<file path="config.mk">
export PLATFORM = sky130hd
export DESIGN_NAME = converter_fault_latch_controller
export DESIGN_NICKNAME = d
export VERILOG_FILES = /design/src/hw/fault_latch_pkg.sv /design/src/hw/converter_fault_latch_controller.sv
export SDC_FILE = /design/constraint.sdc
export NUM_CORES = 1
export LEC_CHECK = 0
export BUFFER_PORTS_ARGS = -buffer_cell sky130_fd_sc_hd__buf_2
export CORE_ASPECT_RATIO = 1.4
export CORE_UTILIZATION = 60
export CTS_CLUSTER_DIAMETER = 50
export CTS_CLUSTER_SIZE = 10
export DETAILED_ROUTE_END_ITERATION = 16
export GPL_TIMING_DRIVEN = 0
export PLACE_DENSITY_LB_ADDON = 0.25
export SKIP_CTS_REPAIR_TIMING = 1
export SLEW_MARGIN = 20
export SYNTH_ARGS = -nofsm -noshare
export SYNTH_HDL_FRONTEND = slang
export SYNTH_SLANG_ARGS = --single-unit
</file>
<file path="constraint.sdc">
create_clock -name ref_clk_in -period 4.8 [get_ports ref_clk_in]
set_input_delay 0.24 -clock ref_clk_in [delete_from_list [all_inputs] [get_ports ref_clk_in]]
set_output_delay 0.24 -clock ref_clk_in [all_outputs]
set_load 0.03 [all_outputs]
</file>
<file path="src/hw/fault_latch_pkg.sv">
// Package with timing constants, state encoding and a carrier struct.
// Summary of operation
// Stay off until enable pin level reaches its threshold, then start.
// Feedback low for 500 us uninterrupted forces output low, latched.
// Undervoltage trip latching drives the fault latch flag low.
// Undervoltage trip acts only with enable high and ramp above 1.4 V.
// Feedback high for 500 us uninterrupted forces output low, latched.
// Overvoltage trip acts only with enable high and ramp above 1.4 V.
// Supply lockout puts the device in standby; comparator holds hysteresis.
// Timing pin fault detection is armed always from power-up.
// Timing pin open or short for 500 us forces output low, latched.
// Ramp not past threshold within 64 ms of soft start enters off latch.
// Any confirmed protection enters one common off-latch state.
// Off latch clears only when enable is taken low once.
// Thermal trip forces converter output low while it lasts.
// High-side current limit is checked once in each switching period; the code checks it on every clock.
// Overcurrent persisting 500 us forces output low, latched.
// Fault latch flag pin shows off-latch state as a reset output.
// Qualification timers restart from zero when their condition clears.
// All intervals counted from the free-running clock, counters sized.
package fault_latch_pkg;

  localparam int unsigned CLK_HZ      = 10_000_000;
  localparam int unsigned QUAL_US     = 500;
  localparam int unsigned SS_MS       = 64;
  // Least times round down to whole cycles.
  localparam int unsigned QUAL_CYC    =
    (QUAL_US * (CLK_HZ / 1_000_000));
  localparam int unsigned SS_CYC      =
    (SS_MS * (CLK_HZ / 1_000));
  localparam int unsigned QUAL_W      = $clog2(QUAL_CYC + 1);
  localparam int unsigned SS_W        = $clog2(SS_CYC + 1);
  localparam int unsigned NUM_QUAL    = 4;
  localparam int unsigned IDX_UV      = 0;
  localparam int unsigned IDX_OV      = 1;
  localparam int unsigned IDX_TP      = 2;
  localparam int unsigned IDX_OC      = 3;

  typedef enum logic [3:0] {
    ST_STANDBY = 4'h1,
    ST_START   = 4'h2,
    ST_RUN     = 4'h4,
    ST_LATCH   = 4'h8
  } state_e;

  // Comparator results from the analog core.
  typedef struct packed {
    logic enable_pin_level;
    logic supply_lockout;
    logic fb_under;
    logic fb_over;
    logic ramp_above_qual;
    logic ramp_threshold;
    logic timing_pin_fault;
    logic hs_overcurrent;
    logic thermal_trip;
  } sense_s;

endpackage

</file>
<file path="src/hw/converter_fault_latch_controller.sv">
// Fault qualification and off-latch control for a step-down converter.
module converter_fault_latch_controller (
  input  wire logic                    ref_clk_in,
  input  wire logic                    sys_rst_in,
  input  wire fault_latch_pkg::sense_s sense_in,
  input  wire logic                    period_start_in,
  output logic                         converter_run_out,
  output logic                         hs_gate_allow_out,
  output logic                         fault_latch_flag_n_out,
  output logic [3:0]                   fault_cause_out
);

  // Two-flop synchroniser for all analog comparator inputs.
  fault_latch_pkg::sense_s meta_q, meta_d, sync_q, sync_d;
  logic                    per_meta_q, per_meta_d, per_q, per_d;

  always_comb begin
    meta_d     = sense_in;
    sync_d     = meta_q;
    per_meta_d = period_start_in;
    per_d      = per_meta_q;
  end

  always_ff @(posedge ref_clk_in or posedge sys_rst_in) begin
    if (sys_rst_in) begin
      meta_q     <= '0;
      sync_q     <= '0;
      per_meta_q <= 1'b0;
      per_q      <= 1'b0;
    end else begin
      meta_q     <= meta_d;
      sync_q     <= sync_d;
      per_meta_q <= per_meta_d;
      per_q      <= per_d;
    end
  end

  // Step a qualification counter; it saturates at the terminal count.
  function automatic logic [fault_latch_pkg::QUAL_W-1:0] qual_step(
    input logic                              cond,
    input logic [fault_latch_pkg::QUAL_W-1:0] cnt
  );
    logic [fault_latch_pkg::QUAL_W-1:0] res;
    res = '0;
    if (!cond) begin
      res = '0;
    end else if (cnt <
                 fault_latch_pkg::QUAL_W'(fault_latch_pkg::QUAL_CYC)) begin
      res = cnt + 1'b1;
    end else begin
      res = cnt;
    end
    return res;
  endfunction

  fault_latch_pkg::state_e          state_q, state_d;
  logic [fault_latch_pkg::QUAL_W-1:0] qcnt_q [fault_latch_pkg::NUM_QUAL];
  logic [fault_latch_pkg::QUAL_W-1:0] qcnt_d [fault_latch_pkg::NUM_QUAL];
  logic [fault_latch_pkg::SS_W-1:0] ss_cnt_q, ss_cnt_d;
  logic [3:0]                       cause_q, cause_d;
  logic                             run_q, run_d;
  logic                             gate_q, gate_d;
  logic                             flag_n_q, flag_n_d;
  logic [3:0]                       cond;
  logic [3:0]                       done;
  logic                             fb_qual;
  logic                             ss_timeout;

  // Feedback window trips are qualified once the ramp is past 1.4 V,
  // late soft start included, so a dead output cannot hide behind the ramp.
  always_comb begin
    fb_qual = sync_q.enable_pin_level && sync_q.ramp_above_qual &&
              (state_q == fault_latch_pkg::ST_RUN ||
               state_q == fault_latch_pkg::ST_START);
    cond[fault_latch_pkg::IDX_UV] = fb_qual && sync_q.fb_under;
    cond[fault_latch_pkg::IDX_OV] = fb_qual && sync_q.fb_over;
    cond[fault_latch_pkg::IDX_TP] = sync_q.timing_pin_fault;
    cond[fault_latch_pkg::IDX_OC] = sync_q.hs_overcurrent &&
      (state_q == fault_latch_pkg::ST_RUN ||
       state_q == fault_latch_pkg::ST_START);
    for (int i = 0; i < fault_latch_pkg::NUM_QUAL; i++) begin
      qcnt_d[i] = qual_step(cond[i], qcnt_q[i]);
      done[i]   = (qcnt_q[i] ==
                   fault_latch_pkg::QUAL_W'(fault_latch_pkg::QUAL_CYC));
    end
    ss_timeout = (ss_cnt_q ==
                  fault_latch_pkg::SS_W'(fault_latch_pkg::SS_CYC));
  end

  // Main sequencer: standby, soft start, run and the common off latch.
  always_comb begin
    state_d  = state_q;
    ss_cnt_d = '0;
    cause_d  = cause_q;
    case (state_q)
      fault_latch_pkg::ST_STANDBY: begin
        cause_d = '0;
        if (sync_q.enable_pin_level && !sync_q.supply_lockout) begin
          state_d = fault_latch_pkg::ST_START;
        end
      end
      fault_latch_pkg::ST_START: begin
        if (ss_cnt_q < fault_latch_pkg::SS_W'(fault_latch_pkg::SS_CYC)) begin
          ss_cnt_d = ss_cnt_q + 1'b1;
        end else begin
          ss_cnt_d = ss_cnt_q;
        end
        if (sync_q.ramp_threshold) begin
          state_d = fault_latch_pkg::ST_RUN;
        end
      end
      fault_latch_pkg::ST_RUN: begin
      end
      fault_latch_pkg::ST_LATCH: begin
        if (!sync_q.enable_pin_level) begin
          state_d = fault_latch_pkg::ST_STANDBY;
        end
      end
      default: begin
        state_d = fault_latch_pkg::ST_STANDBY;
      end
    endcase
    // Any confirmed fault wins over soft start progress.
    if (state_q != fault_latch_pkg::ST_LATCH &&
        (|done || (state_q == fault_latch_pkg::ST_START && ss_timeout))) begin
      state_d = fault_latch_pkg::ST_LATCH;
      cause_d = done;
    end
    // Lockout and enable low return to standby unless latched or latching now,
    // because only enable low may release the latch.
    if (state_q != fault_latch_pkg::ST_LATCH && state_d !=
        fault_latch_pkg::ST_LATCH &&
        (sync_q.supply_lockout || !sync_q.enable_pin_level)) begin
      state_d = fault_latch_pkg::ST_STANDBY;
    end
  end

  // Output drive: run only when operating, flag low while latched.
  always_comb begin
    run_d = (state_d == fault_latch_pkg::ST_START ||
             state_d == fault_latch_pkg::ST_RUN) &&
            !sync_q.thermal_trip;
    // Current limit checked on every clock; after a trip the gate stays off
    // for the rest of that period so a single spike cannot re-arm it.
    if (!run_d || sync_q.hs_overcurrent) begin
      gate_d = 1'b0;
    end else if (per_q) begin
      gate_d = 1'b1;
    end else begin
      gate_d = gate_q;
    end
    flag_n_d = (state_d != fault_latch_pkg::ST_LATCH);
  end

  always_ff @(posedge ref_clk_in or posedge sys_rst_in) begin
    if (sys_rst_in) begin
      state_q  <= fault_latch_pkg::ST_STANDBY;
      ss_cnt_q <= '0;
      cause_q  <= '0;
      run_q    <= 1'b0;
      gate_q   <= 1'b0;
      flag_n_q <= 1'b1;
      for (int i = 0; i < fault_latch_pkg::NUM_QUAL; i++) begin
        qcnt_q[i] <= '0;
      end
    end else begin
      state_q  <= state_d;
      ss_cnt_q <= ss_cnt_d;
      cause_q  <= cause_d;
      run_q    <= run_d;
      gate_q   <= gate_d;
      flag_n_q <= flag_n_d;
      for (int i = 0; i < fault_latch_pkg::NUM_QUAL; i++) begin
        qcnt_q[i] <= qcnt_d[i];
      end
    end
  end

  assign converter_run_out      = run_q;
  assign hs_gate_allow_out      = gate_q;
  assign fault_latch_flag_n_out = flag_n_q;
  assign fault_cause_out        = cause_q;
endmodule

</file>
==> results of run 1 <==
## final cells by class
cell class                 count  area share
sequential                   103      0.4683
multi-input combinational    358      0.4031
timing repair buffer          30     0.04134
tap                          100     0.02271
clock buffer                   9     0.02248
clock inverter                 7     0.01749
inverter                      18     0.01317
buffer                        13     0.01136
## routing by layer
metal  vias up  routed length, um
li1       1778                  -
met1      1796               3949
met2        58               4749
met3        17                237
met4         0                255
met5         -                  0
## kinds of logic after synthesis
| family | count (synthesis) | share of synthesized area |
|---|---|---|
| fa+ha+maj | 10 | 0.02537 |
| simple gates | 246 | 0.2530 |
| flops | 103 | 0.5232 |
| buf+inv | 31 | 0.02639 |
| mux | 2 | 0.004060 |
| xor+xnor | 59 | 0.1048 |
| compound gates | 41 | 0.06318 |
## registers in the layout, indices dropped and copies added (netlist names)
| register | flops |
|---|---|
| converter_run_out | 1 |
| qcnt_q | 52 |
| per_q | 1 |
| meta_q | 9 |
| sync_q | 8 |
| fault_cause_out | 4 |
| hs_gate_allow_out | 1 |
| cond | 1 |
| ss_cnt_q | 20 |
| fault_latch_flag_n_out | 1 |
| state_q | 4 |
| per_d | 1 |
## worst min-delay path: stages
cell and delay, ns:
dlygate4sd3_1 0.53, buf_2 0.15, inv_6 0.17
## per-stage QoR
| stage | hold slack (ns) | util |
|---|---|---|
| 3_3_place_gp | 0.3334 | 0.6560 |
| 5_1_grt | 0.3532 | 0.7022 |
| 2_1_floorplan | 0.2714 | - |
| 4_1_cts | -0.2225 | 0.6882 |
| 6_report | 0.3389 | 0.7022 |
| 3_5_place_dp | 0.1947 | 0.6601 |
## path summary, 6_finish.rpt
check,start,endpoint,slack [ns],depth (start not counted)
max,qcnt_q[49],fault_latch_flag_n_out,2.52,5
min,sys_rst_in,meta_q[8],0.34,3
max reg2reg,qcnt_q[49],fault_latch_flag_n_out,2.52,5
min reg2reg,meta_q[1],sync_q[1],0.36,0
max in group asynchronous,sys_rst_in,state_q[0],3.80,4
min in group ref_clk_in,meta_q[1],sync_q[1],0.36,0
## power by group
part	leakage [nW]	internal (mW)	switching, mW
clock	0.102	0.294	0.297
combinational	0.789	0.0222	0.0329
sequential	1.38	0.880	0.00837
total	2.27	1.20	0.338
## layout by cell type, fill, tap and decap left out, drive strengths merged, types with 3 or more instances in the layout
cell type / netlist / routed
ha: 10 / 10
or3: 4 / 4
dlygate4sd3: 0 / 11
and3: 9 / 9
nand2: 31 / 31
a41oi: 3 / 3
dfrtp: 101 / 101
nor4b: 3 / 3
buf: 3 / 22
xor2: 30 / 30
nand3: 27 / 27
or4: 4 / 4
clkinvlp: 0 / 3
nor2b: 6 / 6
inv: 18 / 19
nand4b: 3 / 3
nand4: 27 / 27
o21a: 3 / 3
clkbuf: 10 / 19
a21oi: 9 / 9
nor3: 9 / 9
o21ai: 9 / 9
and2: 13 / 13
nor4: 12 / 12
nor2: 88 / 88
xnor2: 29 / 29
==> run metrics, run 1 <==
run status finished, final reports clean; period utilization 0.4743; die width 78.62 um; Req. time, crit path 5.11 ns; post-synth top area cell dfrtp_1; Main synth FF type dfrtp_1; CP endpoint kind flop; worst vdd ir 0.2312 mV; Max-Cap Viols 0; met3 GRT Util 0.04519; Cell Pwr Density 278.6 mW/mm^2; final-layout fill cell count 611; sequential cell area 0.002580 mm^2; largest net degree at the start of global routing 83; H-tree lvl count 3; initial DRC count 230; dpl cells 611; Final ANT Viol Nets 0; synth top area cells dfrtp_1 51%, nor2_1 6.7%, xor2_1 5.3%; ratio of cells with drive above 1 in the final layout 0.08736; multi-input logic area 0.002221 mm^2; Power Total 1.535 mW; CTS clk-pin slew, worst paths 0.09 ns; Area Growth Syn to Fin 11.72%; CTS tree built; post-synthesis async set-or-reset flop share 1.000; hold crit path type primary input to async pin; Post-Place Worst Slack 2.505 ns; Mapped Area 0.004931 mm^2; dpl hpwl 6482 um; Root Buffer clkbuf_8; vias in the first global route 3,521; CP Cell Sequence or4_4 > nor4_1 > a311oi_1 > a31oi_1 > inv_1; router iterations before antenna repair 4; clock sink total 103; Setup CP Type flop to flop; worst skew pair latency 0.38 ns; Slew Limit Fails 0; #FFs+latches synth 103; fin cells 638; global-route wire length before repair 15,550 um; synth unique cells 48; antenna fix cells 0; sequential area share after synthesis 0.5232; overall routed net length 9193 um; via count 3,649; CP delay by family, top simple AND/OR/NAND/NOR gates; Cell Area, Placed 0.005179 mm^2; final worst slack 2.524 ns; area of the core 0.007845 mm^2; RSZ-0062 raised after global routing no; Avg WL per Cell 14.41 um; met1 GRT Util 0.2773; EDFF count, synth 0; Ys Warns 0; CP max-delay cell nor4_1; Yosys top cell area share 0.5126; Slew HR 0.3177; deepest clock path buffer count 2; Fmax 439.3 MHz; gpl congestion 0.8551; most instantiated cells after synthesis 101 x dfrtp_1, 88 x nor2_1, 31 x nand2_1, 30 x xor2_1, 29 x xnor2_1; WP buf/inv 1; M2 GR Usage 0.4087; drt drc 0; initial antenna violation count 0; Clock Skews 0.007006 ns; syn_nets 514; final hold violation count 0; top-count cell post-synth dfrtp_1; I/O Buffers 18; Worst-Margin Slew 1.009 ns; Rows 38; max incr delay on CP 0.61 ns; Worst Path Arrival 2.58 ns; fin nets 555; Setup TNS 0 ns; synthesized area per cell 10.02 um^2; critical-path maximum fanout 5; full die area 0.008590 mm^2; crit start category flop; post-synthesis cell count 492; min Tclk post-route 2.276 ns; Overflow after GRT 0; mean number of vias per cell 5.719; I/O pins 19; Starting Density 0.6285; CTS Buf Count 9; LEAKAGE 2.273 nW; final setup vio count 0; grt peak-use layer met2; Die H 109.3 um; Finished Cell Area 0.005509 mm^2; GRT Total Usage 0.2354
No activity file was read; power rests on OpenSTA's default activity.
==> inputs of run 2 (changes only) <==
--- a/config.mk
+++ b/config.mk
@@ -5,6 +5,7 @@
 export SDC_FILE = /design/constraint.sdc
 export NUM_CORES = 1
 export LEC_CHECK = 0
+export ABC_AREA = 1
 export BUFFER_PORTS_ARGS = -buffer_cell sky130_fd_sc_hd__buf_2
 export CORE_ASPECT_RATIO = 1.4
 export CORE_UTILIZATION = 60
==> constraint.sdc (replaced) <==
create_clock -name ref_clk_in -period 2.1 [get_ports ref_clk_in]
set_input_delay 0.105 -clock ref_clk_in [delete_from_list [all_inputs] [get_ports ref_clk_in]]
set_output_delay 0.105 -clock ref_clk_in [all_outputs]
set_load 0.03 [all_outputs]
==> run metrics, run 2 <==
clock sink total 103 (unchanged); post-synthesis cell count 668 (was 492); Cell Area, Placed 0.005679 mm^2 (was 0.005179 mm^2); Hold Slack 0.3310 ns (was 0.3389 ns); Area Growth Syn to Fin 12.73% (was 11.72%); H-tree lvl count 3 (unchanged); Setup TNS 0 ns (unchanged); Worst Path Arrival 2.01 ns (was 2.58 ns); final-layout fill cell count 668 (was 611); Rows 40 (was 38); Main synth FF type dfrtp_1 (unchanged); synthesized area per cell 8.063 um^2 (was 10.02 um^2); CTS tree built (unchanged); area of the core 0.008658 mm^2 (was 0.007845 mm^2); sequential area share after synthesis 0.4790 (was 0.5232); drt drc 0 (unchanged); Seq pwr share 0.544 (was 0.579); Overflow after GRT 0 (unchanged); most common cell after layout, fill and taps aside nand2_1 (was dfrtp_1); final hold violation count 0 (unchanged); Starting Density 0.6221 (was 0.6285); I/O Buffers 18 (unchanged); max incr delay on CP 0.39 ns (was 0.61 ns); mean number of vias per cell 5.715 (was 5.719); RSZ-0062 raised after global routing no (unchanged); GRT Total Usage 0.2684 (was 0.2354); fin nets 733 (was 555); vias in the first global route 4,564 (was 3,521); Pint 2.898 mW (was 1.196 mW); post-synthesis async set-or-reset flop share 1.000 (unchanged); most instantiated cells after synthesis 116 x nand2_1, 101 x dfrtp_1, 85 x inv_1, 73 x nor2_1, 59 x nand3_1 (was 101 x dfrtp_1, 88 x nor2_1, 31 x nand2_1, 30 x xor2_1, 29 x xnor2_1); overall routed net length 11,610 um (was 9193 um); clock network power share 0.424 (was 0.385); Mapped Area 0.005386 mm^2 (was 0.004931 mm^2); run status finished, final reports clean (unchanged); worst skew pair latency 0.34 ns (was 0.38 ns); CTS clk-pin slew, worst paths 0.07 ns (was 0.09 ns); Slew Limit Fails 0 (unchanged); Setup CP Type flop to flop (unchanged); EDFF count, synth 0 (unchanged); Avg WL per Cell 14.14 um (was 14.41 um); Net Sw Frac 0.2211 (was 0.2206); Ys Warns 0 (unchanged); CP dominant cell by count nand3_1; Power Total 3.721 mW (was 1.535 mW); Comb power frac 0.033 (was 0.036); utilization after layout 0.7013 (was 0.7022); antenna fix cells 0 (unchanged); critical-path maximum fanout 9 (was 5); Reg with most FFs qcnt_q (unchanged); via count 4,692 (was 3,649); initial antenna violation count 0 (unchanged); top flop regs qcnt_q: 52 flops, ss_cnt_q: 20 flops, meta_q: 9 flops (unchanged); Clock Skews 0.01055 ns (was 0.007006 ns); final setup vio count 0 (unchanged); CP Depth 8 (was 5); LEAKAGE 2.621 nW (was 2.273 nW); Root Buffer clkbuf_16 (was clkbuf_8); CP Cell Sequence ha_1 > buf_2 > nand3_1 > nor3_2 > nand4_1 > xor2_1 > nand3_1 > o21ai_0 (was or4_4 > nor4_1 > a311oi_1 > a31oi_1 > inv_1); CP delay by family, top simple AND/OR/NAND/NOR gates (unchanged); WP buf/inv 1 (unchanged); die width 82.08 um (was 78.62 um); synth unique cells 38 (was 48); min Tclk post-route 1.797 ns (was 2.276 ns); Max-Cap Viols 0 (unchanged); CP endpoint kind flop (unchanged); ratio of cells with drive above 1 in the final layout 0.1159 (was 0.08736); full die area 0.009366 mm^2 (was 0.008590 mm^2); worst vdd ir 0.6441 mV (was 0.2312 mV); hold crit path type primary input to async pin (unchanged); Die H 114.1 um (was 109.3 um); largest net degree at the start of global routing 33 (was 83); global-route wire length before repair 19,490 um (was 15,550 um); post-synth top area cell dfrtp_1 (unchanged); CP max-delay cell dfrtp_1 (was nor4_1); crit start category flop (unchanged); top-count cell post-synth nand2_1 (was dfrtp_1); router iterations before antenna repair 5 (was 4); deepest clock path buffer count 2 (unchanged); synth top area cells dfrtp_1 47%, nand2_1 8.1%, inv_1 5.9% (was dfrtp_1 51%, nor2_1 6.7%, xor2_1 5.3%); Yosys top cell area share 0.4692 (was 0.5126); Req. time, crit path 2.32 ns (was 5.11 ns); reg2reg path depth 8 (was 5); Worst-Margin Slew 0.4719 ns (was 1.009 ns); Fmax 556.4 MHz (was 439.3 MHz); I/O pins 19 (unchanged); Sw Pwr 0.8226 mW (was 0.3385 mW); period utilization 0.8559 (was 0.4743); Finished Cell Area 0.006072 mm^2 (was 0.005509 mm^2); most frequent cells in the layout 116 x nand2_1, 101 x dfrtp_1, 84 x inv_1 (was 101 x dfrtp_1, 88 x nor2_1, 31 x nand2_1); syn_nets 690 (was 514); max reg flops 52 (unchanged); #FFs+latches synth 103 (unchanged); Final ANT Viol Nets 0 (unchanged); dpl hpwl 8207 um (was 6482 um); Cell Pwr Density 612.7 mW/mm^2 (was 278.6 mW/mm^2); CTS Buf Count 9 (unchanged); initial DRC count 313 (was 230); Slew HR 0.6847 (was 0.3177); gpl congestion 0.9135 (was 0.8551)
-- run 2: cell families (layout without fill, tap and decap cells) --
family                     Yosys count  after routing  synth area share
adders and majority gates           10             10           0.02323
xor gates and xnor gates            13             13           0.02114
and+or+nand+nor                    346            346            0.3057
buffers and inverters              101            149           0.07364
AOI/OAI and AO/OA                   95             95           0.09733
DFF                                103            103            0.4790
-- run 2: worst min-delay path: stages --
cell	delay [ns]
dlygate4sd3_1	0.53
buf_2	0.13
clkinvlp_4	0.32
-- run 2: final cells by class --
class | instances | area, um^2 | area share
sequential | 103 | 2580 | 0.4249
multi-input combinational | 464 | 2410 | 0.3969
inverter | 93 | 352.8 | 0.05811
timing repair buffer | 32 | 267.8 | 0.04410
clock buffer | 10 | 239.0 | 0.03936
tap | 105 | 131.4 | 0.02164
buffer | 8 | 47.55 | 0.007830
clock inverter | 6 | 43.79 | 0.007212
-- run 2: metrics by stage --
step / worst slack (ns) / std cells
2_1_floorplan: 0.6247 / 668
5_1_grt: 0.09448 / 821
3_5_place_dp: 0.3166 / 794
6_report: 0.3026 / 821
3_3_place_gp: 0.1461 / 791
4_1_cts: 0.3019 / 810
-- run 2: per-layer routing --
| metal | vias up | track usage | part of all wire |
|---|---|---|---|
| met4 | 0 | 0.1275 | 0.026 |
| met3 | 31 | 0.04223 | 0.038 |
| li1 | 2302 | - | - |
| met2 | 118 | 0.4639 | 0.52 |
| met5 | - | 0 | 0 |
| met1 | 2241 | 0.3191 | 0.41 |
-- run 2: power by group through the flow --
| stage | clock, mW | sequential [mW] | combinational [mW] |
|---|---|---|---|
| floorplan | 0 | 2.06 | 0.0615 |
| global placement | 0 | 2.06 | 0.0889 |
| detailed placement | 0 | 2.06 | 0.107 |
| CTS | 1.61 | 2.02 | 0.108 |
| global route | 1.68 | 2.02 | 0.139 |
| finish | 1.58 | 2.02 | 0.121 |
-- run 2: path summary, 6_finish.rpt --
check	start	to	slack [ns]
worst min-delay path	sys_rst_in	qcnt_q[15]	0.33
worst min register to register	meta_q[2]	cond[2]	0.35
worst max-delay path	ss_cnt_q[0]	ss_cnt_q[16]	0.30
max in group asynchronous	sys_rst_in	meta_q[8]	0.85
worst max register to register	ss_cnt_q[0]	ss_cnt_q[16]	0.30
min in group ref_clk_in	meta_q[2]	cond[2]	0.35
==> inputs of run 3 (changes only) <==
==> constraint.sdc (replaced) <==
create_clock -name ref_clk_in -period 1.8 [get_ports ref_clk_in]
set_input_delay 0.09 -clock ref_clk_in [delete_from_list [all_inputs] [get_ports ref_clk_in]]
set_output_delay 0.09 -clock ref_clk_in [all_outputs]
set_load 0.03 [all_outputs]
==> run metrics, run 3 (synthesized netlist as in run 2, its figures left out) <==
final setup vio count 0 (unchanged); area of the core 0.008658 mm^2 (unchanged); Area Growth Syn to Fin 14.19% (was 12.73%); overall routed net length 11,730 um (was 11,610 um); Rows 40 (unchanged); H-tree lvl count 3 (unchanged); Final ANT Viol Nets 0 (unchanged); worst vdd ir 0.7521 mV (was 0.6441 mV); Worst-Margin Slew 0.4676 ns (was 0.4719 ns); RSZ-0062 raised after global routing yes (was no); final-layout fill cell count 651 (was 668); Slew HR 0.6876 (was 0.6847); CP endpoint kind flop (unchanged); max reg flops 52 (unchanged); ratio of cells with drive above 1 in the final layout 0.1331 (was 0.1159); largest net degree at the start of global routing 33 (unchanged); CTS tree built (unchanged); sequential cell area 0.002580 mm^2 (unchanged); Hold Slack 0.3126 ns (was 0.3310 ns); dpl cells 794 (unchanged); Cell Area, Placed 0.005679 mm^2 (unchanged); Root Buffer clkbuf_16 (unchanged); hold crit path type primary input to async pin (unchanged); die width 82.08 um (unchanged); Setup CP Type flop to flop (unchanged); via count 4,743 (was 4,692); initial antenna violation count 0 (unchanged); min Tclk post-route 1.708 ns (was 1.797 ns); crit start category flop (unchanged); gpl congestion 0.9135 (unchanged); Fmax 585.6 MHz (was 556.4 MHz); deepest clock path buffer count 2 (unchanged); antenna fix cells 0 (unchanged); Cell Pwr Density 707.1 mW/mm^2 (was 612.7 mW/mm^2); Avg WL per Cell 14.20 um (was 14.14 um); drt drc 0 (unchanged); full die area 0.009366 mm^2 (unchanged); critical-path maximum fanout 10 (was 9); multi-input logic area 0.002447 mm^2 (was 0.002410 mm^2); Starting Density 0.6221 (unchanged); GRT Total Usage 0.2684 (unchanged); fin nets 738 (was 733); most frequent cells in the layout 114 x nand2_1, 101 x dfrtp_1, 83 x inv_1 (was 116 x nand2_1, 101 x dfrtp_1, 84 x inv_1); initial DRC count 318 (was 313); LEAKAGE 2.673 nW (was 2.621 nW); Slew Limit Fails 0 (unchanged); mean number of vias per cell 5.742 (was 5.715); router iterations before antenna repair 6 (was 5); Die H 114.1 um (unchanged); I/O Buffers 18 (unchanged); clock sink total 103 (unchanged); Max-Cap Viols 0 (unchanged); CTS Buf Count 9 (unchanged); Post-Place Worst Slack 0.01657 ns (was 0.3166 ns); dpl hpwl 8207 um (unchanged); I/O pins 19 (unchanged); vias in the first global route 4,564 (unchanged); most common cell after layout, fill and taps aside nand2_1 (unchanged); Overflow after GRT 0 (unchanged); period utilization 0.9487 (was 0.8559); Req. time, crit path 2.02 ns (was 2.32 ns); worst skew pair latency 0.35 ns (was 0.34 ns); Worst Path Arrival 1.92 ns (was 2.01 ns); top flop regs qcnt_q: 52 flops, ss_cnt_q: 20 flops, meta_q: 9 flops (unchanged); utilization after layout 0.7104 (was 0.7013); Clock Skews 0.01016 ns (was 0.01055 ns); final hold violation count 0 (unchanged); Finished Cell Area 0.006151 mm^2 (was 0.006072 mm^2); CTS clk-pin slew, worst paths 0.07 ns (about the same); run status finished, final reports clean (unchanged); global-route wire length before repair 19,490 um (unchanged); fin cells 826 (was 821); final worst slack 0.09235 ns (was 0.3026 ns); Reg with most FFs qcnt_q (unchanged)
==> run 3: cell types whose count changed in the layout (fill, tap and decap cells not counted), sizes merged <==
cell | before | now
buf | 27 | 31
clkbuf | 12 | 13
==> run 3: through the flow <==
stage	total power, mW	setup TNS, ns
6_report	4.350	0
5_1_grt	4.482	-0.008354
4_1_cts	4.361	0
3_5_place_dp	2.530	0
3_3_place_gp	2.509	-13.34
2_1_floorplan	2.474	0
==> run 3: critical path, stage by stage, from the launching register on <==
cell      delay (ns)
dfrtp_1         0.43
inv_1           0.14
nand2_1         0.07
nor2_1          0.12
o21bai_1        0.07
nand2_1         0.10
buf_4           0.19
nand3_1         0.12
nor3_1          0.27
nor3_1          0.08
==> run 3: worst paths after layout <==
| kind | start | end | slack [ns] | depth (start not counted) |
|---|---|---|---|---|
| max in group asynchronous | sys_rst_in | meta_q[7] | 0.57 | 6 |
| min in group ref_clk_in | meta_q[2] | cond[2] | 0.35 | 0 |
| worst min-delay path | sys_rst_in | qcnt_q[15] | 0.31 | 3 |
| worst max register to register | qcnt_q[16] | qcnt_q[20] | 0.09 | 9 |
| worst max-delay path | qcnt_q[16] | qcnt_q[20] | 0.09 | 9 |
| worst min register to register | meta_q[2] | cond[2] | 0.35 | 0 |
==> run 3: final cells by class <==
class	instances	share of cell area
sequential	103	0.4194
clock buffer	10	0.03885
multi-input combinational	464	0.3979
inverter	93	0.05736
tap	105	0.02136
clock inverter	6	0.007120
buffer	8	0.008340
timing repair buffer	37	0.04963
==> run 3: power by group <==
part	total, mW	switching (mW)	internal, mW
registers	2.36	0.0165	2.34
clock network	1.85	0.865	0.981
logic	0.143	0.0862	0.0567
==> run 3: per-layer routing <==
layer,share of wire,wire [um],vias up,global-route usage
met5,0,0,-,0
met4,0.025,293,0,0.1275
met3,0.043,499,29,0.04223
met2,0.53,6177,131,0.4639
met1,0.41,4758,2270,0.3191
li1,-,-,2313,-
